**src/core/remote_i2c_target_id_map_map.svh**
```systemverilog
`ifndef REMOTE_I2C_TARGET_ID_MAP_MAP_SVH
`define REMOTE_I2C_TARGET_ID_MAP_MAP_SVH

// ==========================================================================
// Register offsets
`define OFF_REMOTE_BRIDGE_ADDRESS          8'h06
`define OFF_REMOTE_TARGET_PHYSICAL_ADDRESS 8'h07
`define OFF_REMOTE_TARGET_ALIAS_ADDRESS    8'h08
`define OFF_PORT_SELECT                    8'h1e

// ==========================================================================
// Field positions
`define ADDR_FIELD_MSB       7
`define ADDR_FIELD_LSB       1
`define HOLD_BIT             0
`define PHYS_SPARE_BIT       0
`define SECOND_PORT_SEL_BIT  0

// ==========================================================================
// Reset values
`define RST_ADDR7            7'h00
`define RST_BIT              1'b0
`define RST_RDATA            8'h00

`endif

```
**src/core/remote_i2c_target_id_map_pkg.sv**
```systemverilog
// ==========================================================================
// Shared types
package remote_i2c_target_id_map_pkg;
  typedef logic [6:0] i2c_addr_t;
  typedef logic [7:0] reg_byte_t;
endpackage

```
**src/core/remote_i2c_target_id_map.sv**
```systemverilog
`timescale 1ns/1ps
`default_nettype none
`include "remote_i2c_target_id_map_map.svh"

module remote_i2c_target_id_map #(
  parameter int unsigned NUM_PORTS = 2
) (
  input  wire logic                        clk,
  input  wire logic                        reset_n,
  input  wire logic                        ce,
  // Local register access from the I2C target logic
  input  wire logic                        reg_wr,
  input  wire logic                        reg_rd,
  input  wire logic [7:0]                  reg_addr,
  input  wire logic [7:0]                  reg_wdata,
  output logic      [7:0]                  reg_rdata,
  // Control channel address delivery per port
  input  wire logic [NUM_PORTS-1:0]        rx_lock,
  input  wire logic [NUM_PORTS-1:0]        bcc_load,
  input  wire logic [NUM_PORTS-1:0][6:0]   bcc_addr,
  // Incoming I2C address to translate
  input  wire logic                        xlate_req,
  input  wire logic [6:0]                  xlate_addr,
  output logic                             fwd_valid,
  output logic                             fwd_miss,
  output logic                             fwd_port,
  output logic                             fwd_is_bridge,
  output logic      [6:0]                  fwd_addr,
  // Per-port settings seen by the rest of the device
  output logic      [NUM_PORTS-1:0][6:0]   remote_bridge_addr,
  output logic      [NUM_PORTS-1:0]        hold_remote_addr,
  output logic      [NUM_PORTS-1:0][6:0]   remote_target_phys_addr,
  output logic      [NUM_PORTS-1:0][6:0]   remote_target_alias,
  output logic                             second_port_select
);

  // ========================================================================
  // Reset release
  logic rst_q1;
  logic rst_n;

  // Two-stage release of the asynchronous reset
  always_ff @(posedge clk or negedge reset_n)
  begin
    if (!reset_n)
    begin
      rst_q1 <= 1'b0;
      rst_n  <= 1'b0;
    end
    else
    begin
      rst_q1 <= 1'b1;
      rst_n  <= rst_q1;
    end
  end

  // ========================================================================
  // Address decode
  wire logic hit_bridge = reg_addr == `OFF_REMOTE_BRIDGE_ADDRESS;
  wire logic hit_phys   = reg_addr == `OFF_REMOTE_TARGET_PHYSICAL_ADDRESS;
  wire logic hit_alias  = reg_addr == `OFF_REMOTE_TARGET_ALIAS_ADDRESS;
  wire logic hit_sel    = reg_addr == `OFF_PORT_SELECT;
  wire logic sel_idx    = second_port_select;
  wire remote_i2c_target_id_map_pkg::i2c_addr_t wr_field =
    reg_wdata[`ADDR_FIELD_MSB:`ADDR_FIELD_LSB];

  logic [NUM_PORTS-1:0] phys_spare;
  logic [NUM_PORTS-1:0] wr_bridge;
  logic [NUM_PORTS-1:0] wr_phys;
  logic [NUM_PORTS-1:0] wr_alias;
  logic [NUM_PORTS-1:0] load_ok;
  logic [NUM_PORTS-1:0] bridge_hit;
  logic [NUM_PORTS-1:0] alias_hit;

  // ========================================================================
  // Port select register
  always_ff @(posedge clk or negedge rst_n)
  begin
    if (!rst_n)
      second_port_select <= `RST_BIT;
    else if (ce && reg_wr && hit_sel)
      second_port_select <= reg_wdata[`SECOND_PORT_SEL_BIT];
  end

  // ========================================================================
  // Per-port register copies
  for (genvar p = 0; p < NUM_PORTS; p++)
  begin : g_port
    // Writes steer to the selected copy only
    assign wr_bridge[p] = reg_wr && hit_bridge &&
                          (sel_idx == 1'(p));
    assign wr_phys[p]   = reg_wr && hit_phys &&
                          (sel_idx == 1'(p));
    assign wr_alias[p]  = reg_wr && hit_alias &&
                          (sel_idx == 1'(p));
    assign load_ok[p]   = bcc_load[p] && rx_lock[p] &&
                          !hold_remote_addr[p];
    // Incoming address match, zero values never match
    assign bridge_hit[p] =
      (remote_bridge_addr[p] != `RST_ADDR7) &&
      (xlate_addr == remote_bridge_addr[p]);
    assign alias_hit[p]  =
      (remote_target_alias[p] != `RST_ADDR7) &&
      (xlate_addr == remote_target_alias[p]);

    // Bridge address and hold bit; software write beats auto-load
    always_ff @(posedge clk or negedge rst_n)
    begin
      if (!rst_n)
      begin
        remote_bridge_addr[p] <= `RST_ADDR7;
        hold_remote_addr[p]   <= `RST_BIT;
      end
      else if (ce && wr_bridge[p])
      begin
        remote_bridge_addr[p] <= wr_field;
        hold_remote_addr[p]   <= reg_wdata[`HOLD_BIT];
      end
      else if (ce && load_ok[p])
        remote_bridge_addr[p] <= bcc_addr[p];
    end

    // Physical target address and its spare bit
    always_ff @(posedge clk or negedge rst_n)
    begin
      if (!rst_n)
      begin
        remote_target_phys_addr[p] <= `RST_ADDR7;
        phys_spare[p]              <= `RST_BIT;
      end
      else if (ce && wr_phys[p])
      begin
        remote_target_phys_addr[p] <= wr_field;
        phys_spare[p]              <= reg_wdata[`PHYS_SPARE_BIT];
      end
    end

    // Alias of the remote target
    always_ff @(posedge clk or negedge rst_n)
    begin
      if (!rst_n)
        remote_target_alias[p] <= `RST_ADDR7;
      else if (ce && wr_alias[p])
        remote_target_alias[p] <= wr_field;
    end
  end

  // ========================================================================
  // Read path
  wire remote_i2c_target_id_map_pkg::reg_byte_t rd_bridge =
    {remote_bridge_addr[sel_idx], hold_remote_addr[sel_idx]};
  wire remote_i2c_target_id_map_pkg::reg_byte_t rd_phys =
    {remote_target_phys_addr[sel_idx], phys_spare[sel_idx]};
  wire remote_i2c_target_id_map_pkg::reg_byte_t rd_alias =
    {remote_target_alias[sel_idx], 1'b0};
  wire remote_i2c_target_id_map_pkg::reg_byte_t rd_sel =
    {7'h00, second_port_select};
  wire remote_i2c_target_id_map_pkg::reg_byte_t next_reg_rdata =
    hit_bridge ? rd_bridge :
    hit_phys   ? rd_phys   :
    hit_alias  ? rd_alias  :
    hit_sel    ? rd_sel    : `RST_RDATA;

  // Read data captured one cycle after the strobe
  always_ff @(posedge clk or negedge rst_n)
  begin
    if (!rst_n)
      reg_rdata <= `RST_RDATA;
    else if (ce && reg_rd)
      reg_rdata <= next_reg_rdata;
  end

  // ========================================================================
  // Address translation: port 0 first, bridge before target
  wire logic hit_any    = |{bridge_hit, alias_hit};
  wire logic next_port  = !(bridge_hit[0] || alias_hit[0]);
  wire logic next_is_br = bridge_hit[next_port];
  wire remote_i2c_target_id_map_pkg::i2c_addr_t next_fwd_addr =
    next_is_br ? remote_bridge_addr[next_port]
               : remote_target_phys_addr[next_port];

  // Forward result, one cycle pulse per request
  always_ff @(posedge clk or negedge rst_n)
  begin
    if (!rst_n)
    begin
      fwd_valid     <= 1'b0;
      fwd_miss      <= 1'b0;
      fwd_port      <= 1'b0;
      fwd_is_bridge <= 1'b0;
      fwd_addr      <= `RST_ADDR7;
    end
    else if (ce)
    begin
      fwd_valid <= xlate_req && hit_any;
      fwd_miss  <= xlate_req && !hit_any;
      if (xlate_req && hit_any)
      begin
        fwd_port      <= next_port;
        fwd_is_bridge <= next_is_br;
        fwd_addr      <= next_fwd_addr;
      end
    end
  end

  // ========================================================================
  // Checks
  property p_held_stays;
    @(posedge clk) disable iff (!rst_n)
      hold_remote_addr[0] && !(ce && wr_bridge[0]) |=>
        $stable(remote_bridge_addr[0]);
  endproperty
  a_held_stays: assert property (p_held_stays)
    else $error("held bridge address changed");

  property p_autoload;
    @(posedge clk) disable iff (!rst_n)
      ce && bcc_load[1] && rx_lock[1] && !hold_remote_addr[1] &&
      !wr_bridge[1] |=> remote_bridge_addr[1] == $past(bcc_addr[1]);
  endproperty
  a_autoload: assert property (p_autoload)
    else $error("bridge address not loaded after lock");

  property p_no_zero_bridge;
    @(posedge clk) disable iff (!rst_n)
      fwd_valid && fwd_is_bridge |-> fwd_addr != 7'h00;
  endproperty
  a_no_zero_bridge: assert property (p_no_zero_bridge)
    else $error("zero bridge address forwarded");

  property p_alias_remap;
    @(posedge clk) disable iff (!rst_n)
      ce && xlate_req && alias_hit[0] && !bridge_hit[0] |=>
        fwd_valid && !fwd_port && !fwd_is_bridge &&
        fwd_addr == $past(remote_target_phys_addr[0]);
  endproperty
  a_alias_remap: assert property (p_alias_remap)
    else $error("alias not remapped to physical address");

  property p_phys_port1;
    @(posedge clk) disable iff (!rst_n)
      ce && reg_wr && hit_phys && second_port_select |=>
        remote_target_phys_addr[1] == $past(reg_wdata[7:1]) &&
        $stable(remote_target_phys_addr[0]);
  endproperty
  a_phys_port1: assert property (p_phys_port1)
    else $error("physical address write missed port 1");

  property p_bridge_port0;
    @(posedge clk) disable iff (!rst_n)
      ce && reg_wr && hit_bridge && !second_port_select |=>
        remote_bridge_addr[0] == $past(reg_wdata[7:1]) &&
        $stable(remote_bridge_addr[1]) && $stable(hold_remote_addr[1]);
  endproperty
  a_bridge_port0: assert property (p_bridge_port0)
    else $error("bridge write leaked to port 1");

  property p_hold_port1;
    @(posedge clk) disable iff (!rst_n)
      ce && reg_wr && hit_bridge && second_port_select |=>
        hold_remote_addr[1] == $past(reg_wdata[0]);
  endproperty
  a_hold_port1: assert property (p_hold_port1)
    else $error("hold bit write missed port 1");

  property p_read_sel;
    @(posedge clk) disable iff (!rst_n)
      ce && reg_rd && hit_alias |=>
        reg_rdata == {$past(remote_target_alias[second_port_select]), 1'b0};
  endproperty
  a_read_sel: assert property (p_read_sel)
    else $error("read did not return selected copy");

  property p_miss;
    @(posedge clk) disable iff (!rst_n)
      ce && xlate_req && !hit_any |=> fwd_miss && !fwd_valid;
  endproperty
  a_miss: assert property (p_miss)
    else $error("unmatched address not reported as miss");

  property p_zero_addr_miss;
    @(posedge clk) disable iff (!rst_n)
      ce && xlate_req && xlate_addr == 7'h00 |=> fwd_miss && !fwd_valid;
  endproperty
  a_zero_addr_miss: assert property (p_zero_addr_miss)
    else $error("zero address was forwarded");

  property p_phys_port0;
    @(posedge clk) disable iff (!rst_n)
      ce && reg_wr && hit_phys && !second_port_select |=>
        remote_target_phys_addr[0] == $past(reg_wdata[7:1]) &&
        $stable(remote_target_phys_addr[1]);
  endproperty
  a_phys_port0: assert property (p_phys_port0)
    else $error("physical address write leaked to port 1");

  property p_alias_port1;
    @(posedge clk) disable iff (!rst_n)
      ce && reg_wr && hit_alias && second_port_select |=>
        remote_target_alias[1] == $past(reg_wdata[7:1]) &&
        $stable(remote_target_alias[0]);
  endproperty
  a_alias_port1: assert property (p_alias_port1)
    else $error("alias write missed port 1");

endmodule
`default_nettype wire

```
**config.mk**
```make
export PLATFORM = sky130hd
export DESIGN_NAME = remote_i2c_target_id_map
export DESIGN_NICKNAME = d
export VERILOG_FILES = /design/src/core/remote_i2c_target_id_map_pkg.sv /design/src/core/remote_i2c_target_id_map.sv
export VERILOG_INCLUDE_DIRS = /design/src /design/src/core
export SDC_FILE = /design/constraint.sdc
export NUM_CORES = 1
export LEC_CHECK = 0
export BUFFER_PORTS_ARGS = -buffer_cell sky130_fd_sc_hd__buf_4
export CELL_PAD_IN_SITES_DETAIL_PLACEMENT = 2
export CELL_PAD_IN_SITES_GLOBAL_PLACEMENT = 2
export CORE_MARGIN = 2
export CORE_UTILIZATION = 32
export CTS_CLUSTER_SIZE = 12
export DETAILED_ROUTE_END_ITERATION = 8
export GPL_TIMING_DRIVEN = 0
export HOLD_SLACK_MARGIN = 0.08
export PLACE_DENSITY_LB_ADDON = 0.1
export SYNTH_ARGS = -nofsm -noshare
export SYNTH_HDL_FRONTEND = slang
export SYNTH_SLANG_ARGS = --single-unit
```
**constraint.sdc**
```tcl
create_clock -name clk -period 2.6 [get_ports clk]
set_input_delay 0.52 -clock clk [delete_from_list [all_inputs] [get_ports clk]]
set_output_delay 0.52 -clock clk [all_outputs]
set_load 0.005 [all_outputs]
```
**After elaboration in Yosys (flattened, before gate mapping)**

Index checks and enable logic that the tools add are counted.

- Bitwise operators: 1
- Muxes and demuxes: 25
- Order comparisons: 2
- Reduce and logical (&&, ||, !) cells: 43
- Equality and inequality tests: 8

Operator list:

| cell | number |
|---|---|
| 2-to-1 mux 7 bit | 15 |
| logical AND 1 bit | 30 |
| == test 7 bit | 4 |
| nonzero test 7 bit | 4 |
| 2-to-1 mux 8 bit | 3 |
| == test 8 x 3 -> 1 bit (second input constant) | 2 |
| == test 8 x 4 -> 1 bit (second input constant) | 1 |
| == test 8 x 5 -> 1 bit (second input constant) | 1 |
| 2-to-1 mux 1 bit | 7 |
| logical NOT 1 bit | 4 |
| < comparator 1 x 2 -> 1 bit (second input constant) | 2 |
| nonzero test 2 bit | 2 |
| OR reduction 4 bit | 1 |
| AND reduction 2 bit | 1 |
| logical OR 1 bit | 1 |
| inverter 1 bit | 1 |

- Logic and storage cells: 98
- Output and inout bits: 64
- Input port bits: 47
- Register bits after elaboration: 68

**Depth between registers and ports, before layout**

- Depth after elaboration: 7
- Depth in mapped cells: 8
- Depth with buffers taken out: 6

**Least setup slack after synthesis**

No wires, ideal clock.

- Path type: in2reg
- Start: input port reg_addr[4]
- End: register remote_target_alias[0] (netlist name)
- Arrival time: 2.439 ns
- Setup slack: 0.036 ns
- Library setup time: 0.125 ns
- Stages: 6
- Cells stage by stage: or4_4 -> or4_4 -> buf_6 -> or3_1 -> buf_6 -> mux2_4

- Cells in the longest elaborated chain, start to end: 4

Ends and longest elaborated chain:

| element | RTL line | text |
|---|---|---|
| start: declaration | remote_i2c_target_id_map.sv:14 | `input wire logic [7:0] reg_addr,` |
| == test 8 x 4 -> 1 bit (no line) | -- |  |
| logical AND 1 bit (2 in a row) | remote_i2c_target_id_map.sv:94 | `assign wr_alias[p] = reg_wr && hit_alias &&` |
| logical AND 1 bit | remote_i2c_target_id_map.sv:143 | `else if (ce && wr_alias[p])` |
| end signal: indexed assignment | remote_i2c_target_id_map.sv:142 | `` remote_target_alias[p] <= `RST_ADDR7; `` |
| end signal: indexed assignment | remote_i2c_target_id_map.sv:144 | `remote_target_alias[p] <= wr_field;` |
| end: declaration | remote_i2c_target_id_map.sv:33 | `output logic [NUM_PORTS-1:0][6:0] remote_target_alias,` |

Every way passes these cells.
A chain may end at the register's enable or synchronous reset.

**Worst setup path in the final report**

- Start: input port reg_addr[4]
- End: register remote_target_phys_addr[1] (netlist name)

- Cells in the longest elaborated chain, start to end: 4

Ends and longest elaborated chain:

| element | RTL line | text |
|---|---|---|
| == test 8 x 3 -> 1 bit (no line) | -- |  |
| logical AND 1 bit (2 in a row) | remote_i2c_target_id_map.sv:92 | `assign wr_phys[p] = reg_wr && hit_phys &&` |
| logical AND 1 bit | remote_i2c_target_id_map.sv:131 | `else if (ce && wr_phys[p])` |
| end signal: indexed assignment | remote_i2c_target_id_map.sv:128 | `` remote_target_phys_addr[p] <= `RST_ADDR7; `` |
| end signal: indexed assignment | remote_i2c_target_id_map.sv:133 | `remote_target_phys_addr[p] <= wr_field;` |
| end: declaration | remote_i2c_target_id_map.sv:32 | `output logic [NUM_PORTS-1:0][6:0] remote_target_phys_addr,` |

Every way passes these cells.

==> summary.md <==
| Metric | Value |
|---|---|
| Status | `finished, violations left` |
| Failing checks | `design-rule violations` |
| Crit start category | `input pin` |
| Final nets | `533` |
| Min-delay worst type | `flop to flop` |
| TritonCTS Buffers | `9` |
| Drt first-iter violations | `roughly 180` |
| CTS H-tree depth | `3` |
| Critical setup path kind | `input pin to flop` |
| Clk slew on worst S/H paths | `0.05 ns` |
| DRT Pass-1 Iters | `6` |
| Clock power frac | `40.2%` |
| DR vias | `between 3000 and 4000` |
| N_diodes | `0` |
| FF-to-FF path depth | `6` |
| Post-synth cell types | `40` |
| Largest net degree at the start of global routing | `67` |
| Sequential power share | `between 40% and 50%` |
| Final hold vios | `0` |
| Final cycle utilization of the critical path | `between 90% and 100%` |
| Leak pwr | `between 2 and 3 nW` |
| Switching share of total power | `~28%` |
| Period minus WS final | `around 2.5 ns` |
| Final design utilization | `44.67%` |
| Maximum VDD drop | `around 450 µV` |
| Worst-margin pin slew | `approximately 1.1 ns` |
| Die area | `approximately 13000 µm²` |
| Total wire length | `14610 µm` |
| Net Sw Power | `~0.89 mW` |
| Clock latency on the worst-skew pair | `between 0.3 and 0.4 ns` |
| R2r startpoint | `remote_target_alias[5]` |
| Worst Setup SP | `reg_addr[4]` |
| Initial Util | `33.02%` |
| Vias in the first global route | `slightly below 4000` |
| Fmax | `0.4052 GHz` |
| Post-Syn Instances | `368` |
| Post-synth top cells | `dfrtp_1, nand2_1, o21ai_0` |
| Synthesized area per cell | `10.33 µm²` |
| R2R Path End | `fwd_addr[5]` |
| Internal Power | `between 2 and 2.5 mW` |
| EDFF count, synth | `0` |
| Post-route ant nets | `0` |
| Routed WL per cell | `about 23 µm` |
| Post-Route Skew | `0.006139 ns` |
| GRT Overall Usage | `between 20 and 25%` |
| Boundary Pins | `roughly 110` |
| Final std cells w/o fill | `approximately 630` |
| Post-Syn Area | `3802 µm²` |
| Core Box Area | `~12000 µm²` |
| YS warnings | `0` |
| Dpl cells | `a little over 600` |
| CP Capture Point | `remote_target_phys_addr[1]` |
| Gpl congestion | `around 0.9` |
| Vias per cell | `5.420` |
| Critical path peak fanout | `9` |
| Rows | `39` |
| Root Buffer | `clkbuf_16` |
| Total gr overflow | `0` |
| Yosys top cell area share | `between 40% and 50%` |
| Top cell type by total area after synthesis | `dfrtp_1` |
| Port buffer count | `~110` |
| Seq cells post-synth | `68` |
| Required @ worst endpoint | `around 2.8 ns` |
| R2R Setup Slk | `around 0.14 ns` |
| Most frequent cell after synthesis | `dfrtp_1` |
| Setup-failing EPs final | `0` |
| Predominant post-synthesis flop cell | `dfrtp_1` |
| Seq/Total Area, Yosys | `between 40% and 50%` |
| Worst endpoint data arrival time | `2.69 ns` |
| Worst Setup End Kind | `flop` |
| CTS tree | `done` |
| Die Width | `between 100 and 150 µm` |
| HPWL after detailed placement | `around 11000 µm` |
| Final max-slew violation count | `0` |
| Post-CTS setup buffer count | `0` |
| Area contributors post-synth | `dfrtp_1, mux2i_1, mux2_4` |
| Max_slew headroom | `around a quarter` |
| Max-cap violations | `0` |
| Hold Crit Depth | `0` |
| PD cells | `around 600 nW/µm²` |
| Initial antenna violation count | `0` |
| Worst hold slack | `0.3491 ns` |
| Share of layout cells above drive strength 1 | `35.23%` |
| First-pass GRT wire length | `23010 µm` |
| Drc violations | `7` |
| Combinational share of power | `16.8%` |
| Post-synthesis async set-or-reset flop share | `100.0%` |
| Sink Count | `68` |
| RSZ-0062 raised after global routing | `no` |
| Clock buffer depth | `2` |
| Area grow syn2layout | `35.27%` |
| Mapped Nets | `~420` |
| Die Y | `between 100 and 150 µm` |
cell type report:
class | instances | area (µm²)
Multi-Input combinational cell | 275 | 2021
Clock buffer | 12 | 256.5
Buffer | 22 | 113.9
Timing Repair Buffer | 108 | 813.3
Inverter | 2 | 7.507
Fill cell | 1263 | 6372
Tap cell | 143 | 178.9
Sequential cell | 68 | 1705
Clock inverter | 4 | 47.55
registers in the layout, summed over array words and instances, names as in the netlist:
signal	count
second_port_select	1
remote_bridge_addr	14
fwd_addr	7
rst_q1	1
phys_spare	2
fwd_valid	1
fwd_miss	1
reg_rdata	8
rst_n	1
fwd_port	1
remote_target_alias	14
remote_target_phys_addr	14
hold_remote_addr	2
fwd_is_bridge	1
through the flow:
stage	total power [mW]	setup slack, ns	setup TNS, ns	cell area [µm²]
final	3.137	0.1324	0	5144
after global routing	3.289	0.004507	0	5144
after CTS	3.174	0.06155	0	5139
after detailed placement	1.884	-0.4851	-15.69	4788
after global placement	1.859	-0.4059	-30.96	4785
after floorplan	1.520	0.03552	0	3802
timing repair:
action	CTS	global route
hold buffers	1	0
endpoints found under the hold margin	2	0
gates resized for setup	10	2
setup endpoints to repair	19	22
gates cloned	0	0
worst max-delay path, stage by stage:
cell	delay, ns
buf_4	0.11
or4_4	0.56
nor3_1	0.28
nand2_2	0.20
or3_1	0.34
clkbuf_1	0.31
mux2_2	0.37
cell families after synthesis:
kind of cell           count (synthesis)  share of synthesized area [%]
AND/OR/NAND/NOR                      108                          13.75
AO/OA/AOI/OAI                         72                          12.01
flip-flops                            68                          44.75
multiplexers                          67                          20.07
XOR/XNOR                              27                          6.219
buffers and inverters                 25                          3.093
other                                  1                        0.09862
how the worst min path moves through the flow:
stage                  from      to
global route         rst_q1   rst_n
floorplan           reset_n   rst_n
finish               rst_q1   rst_n
CTS                  rst_q1   rst_n
global placement    reset_n  rst_q1
detailed placement  reset_n  rst_q1
per-layer routing:
layer  track usage [%]  part of all wire (%)
met5                 0                     0
met1             31.45                    44
met4             5.122                  0.90
met3             6.427                   4.7
met2             40.88                    50
placed cells by master (no fill, tap or decap), drive strengths merged, types with 2 or more instances in the layout:
cell,count
mux2i,35
buf,115
a221oi,2
or3,5
nor4,6
xor2,9
and2,2
nand2,53
nand4b,2
a21oi,3
a21o,8
nand3,11
mux2,32
dfrtp,68
o21ai,37
xnor2,18
nor3,5
or4,3
a211o,2
a41oi,8
nor2,14
inv,2
clkinv,2
clkbuf,26
o22ai,7
nand4,3
power groups by stage:
stage / Sequential (mW) / Clock [mW] / Combinational (mW)
global route: 1.37 / 1.34 / 0.583
floorplan: 1.29 / 0 / 0.226
detailed placement: 1.36 / 0 / 0.521
CTS: 1.35 / 1.29 / 0.537
finish: 1.35 / 1.26 / 0.528
global placement: 1.36 / 0 / 0.501
Power figures use the tool's default switching activity.
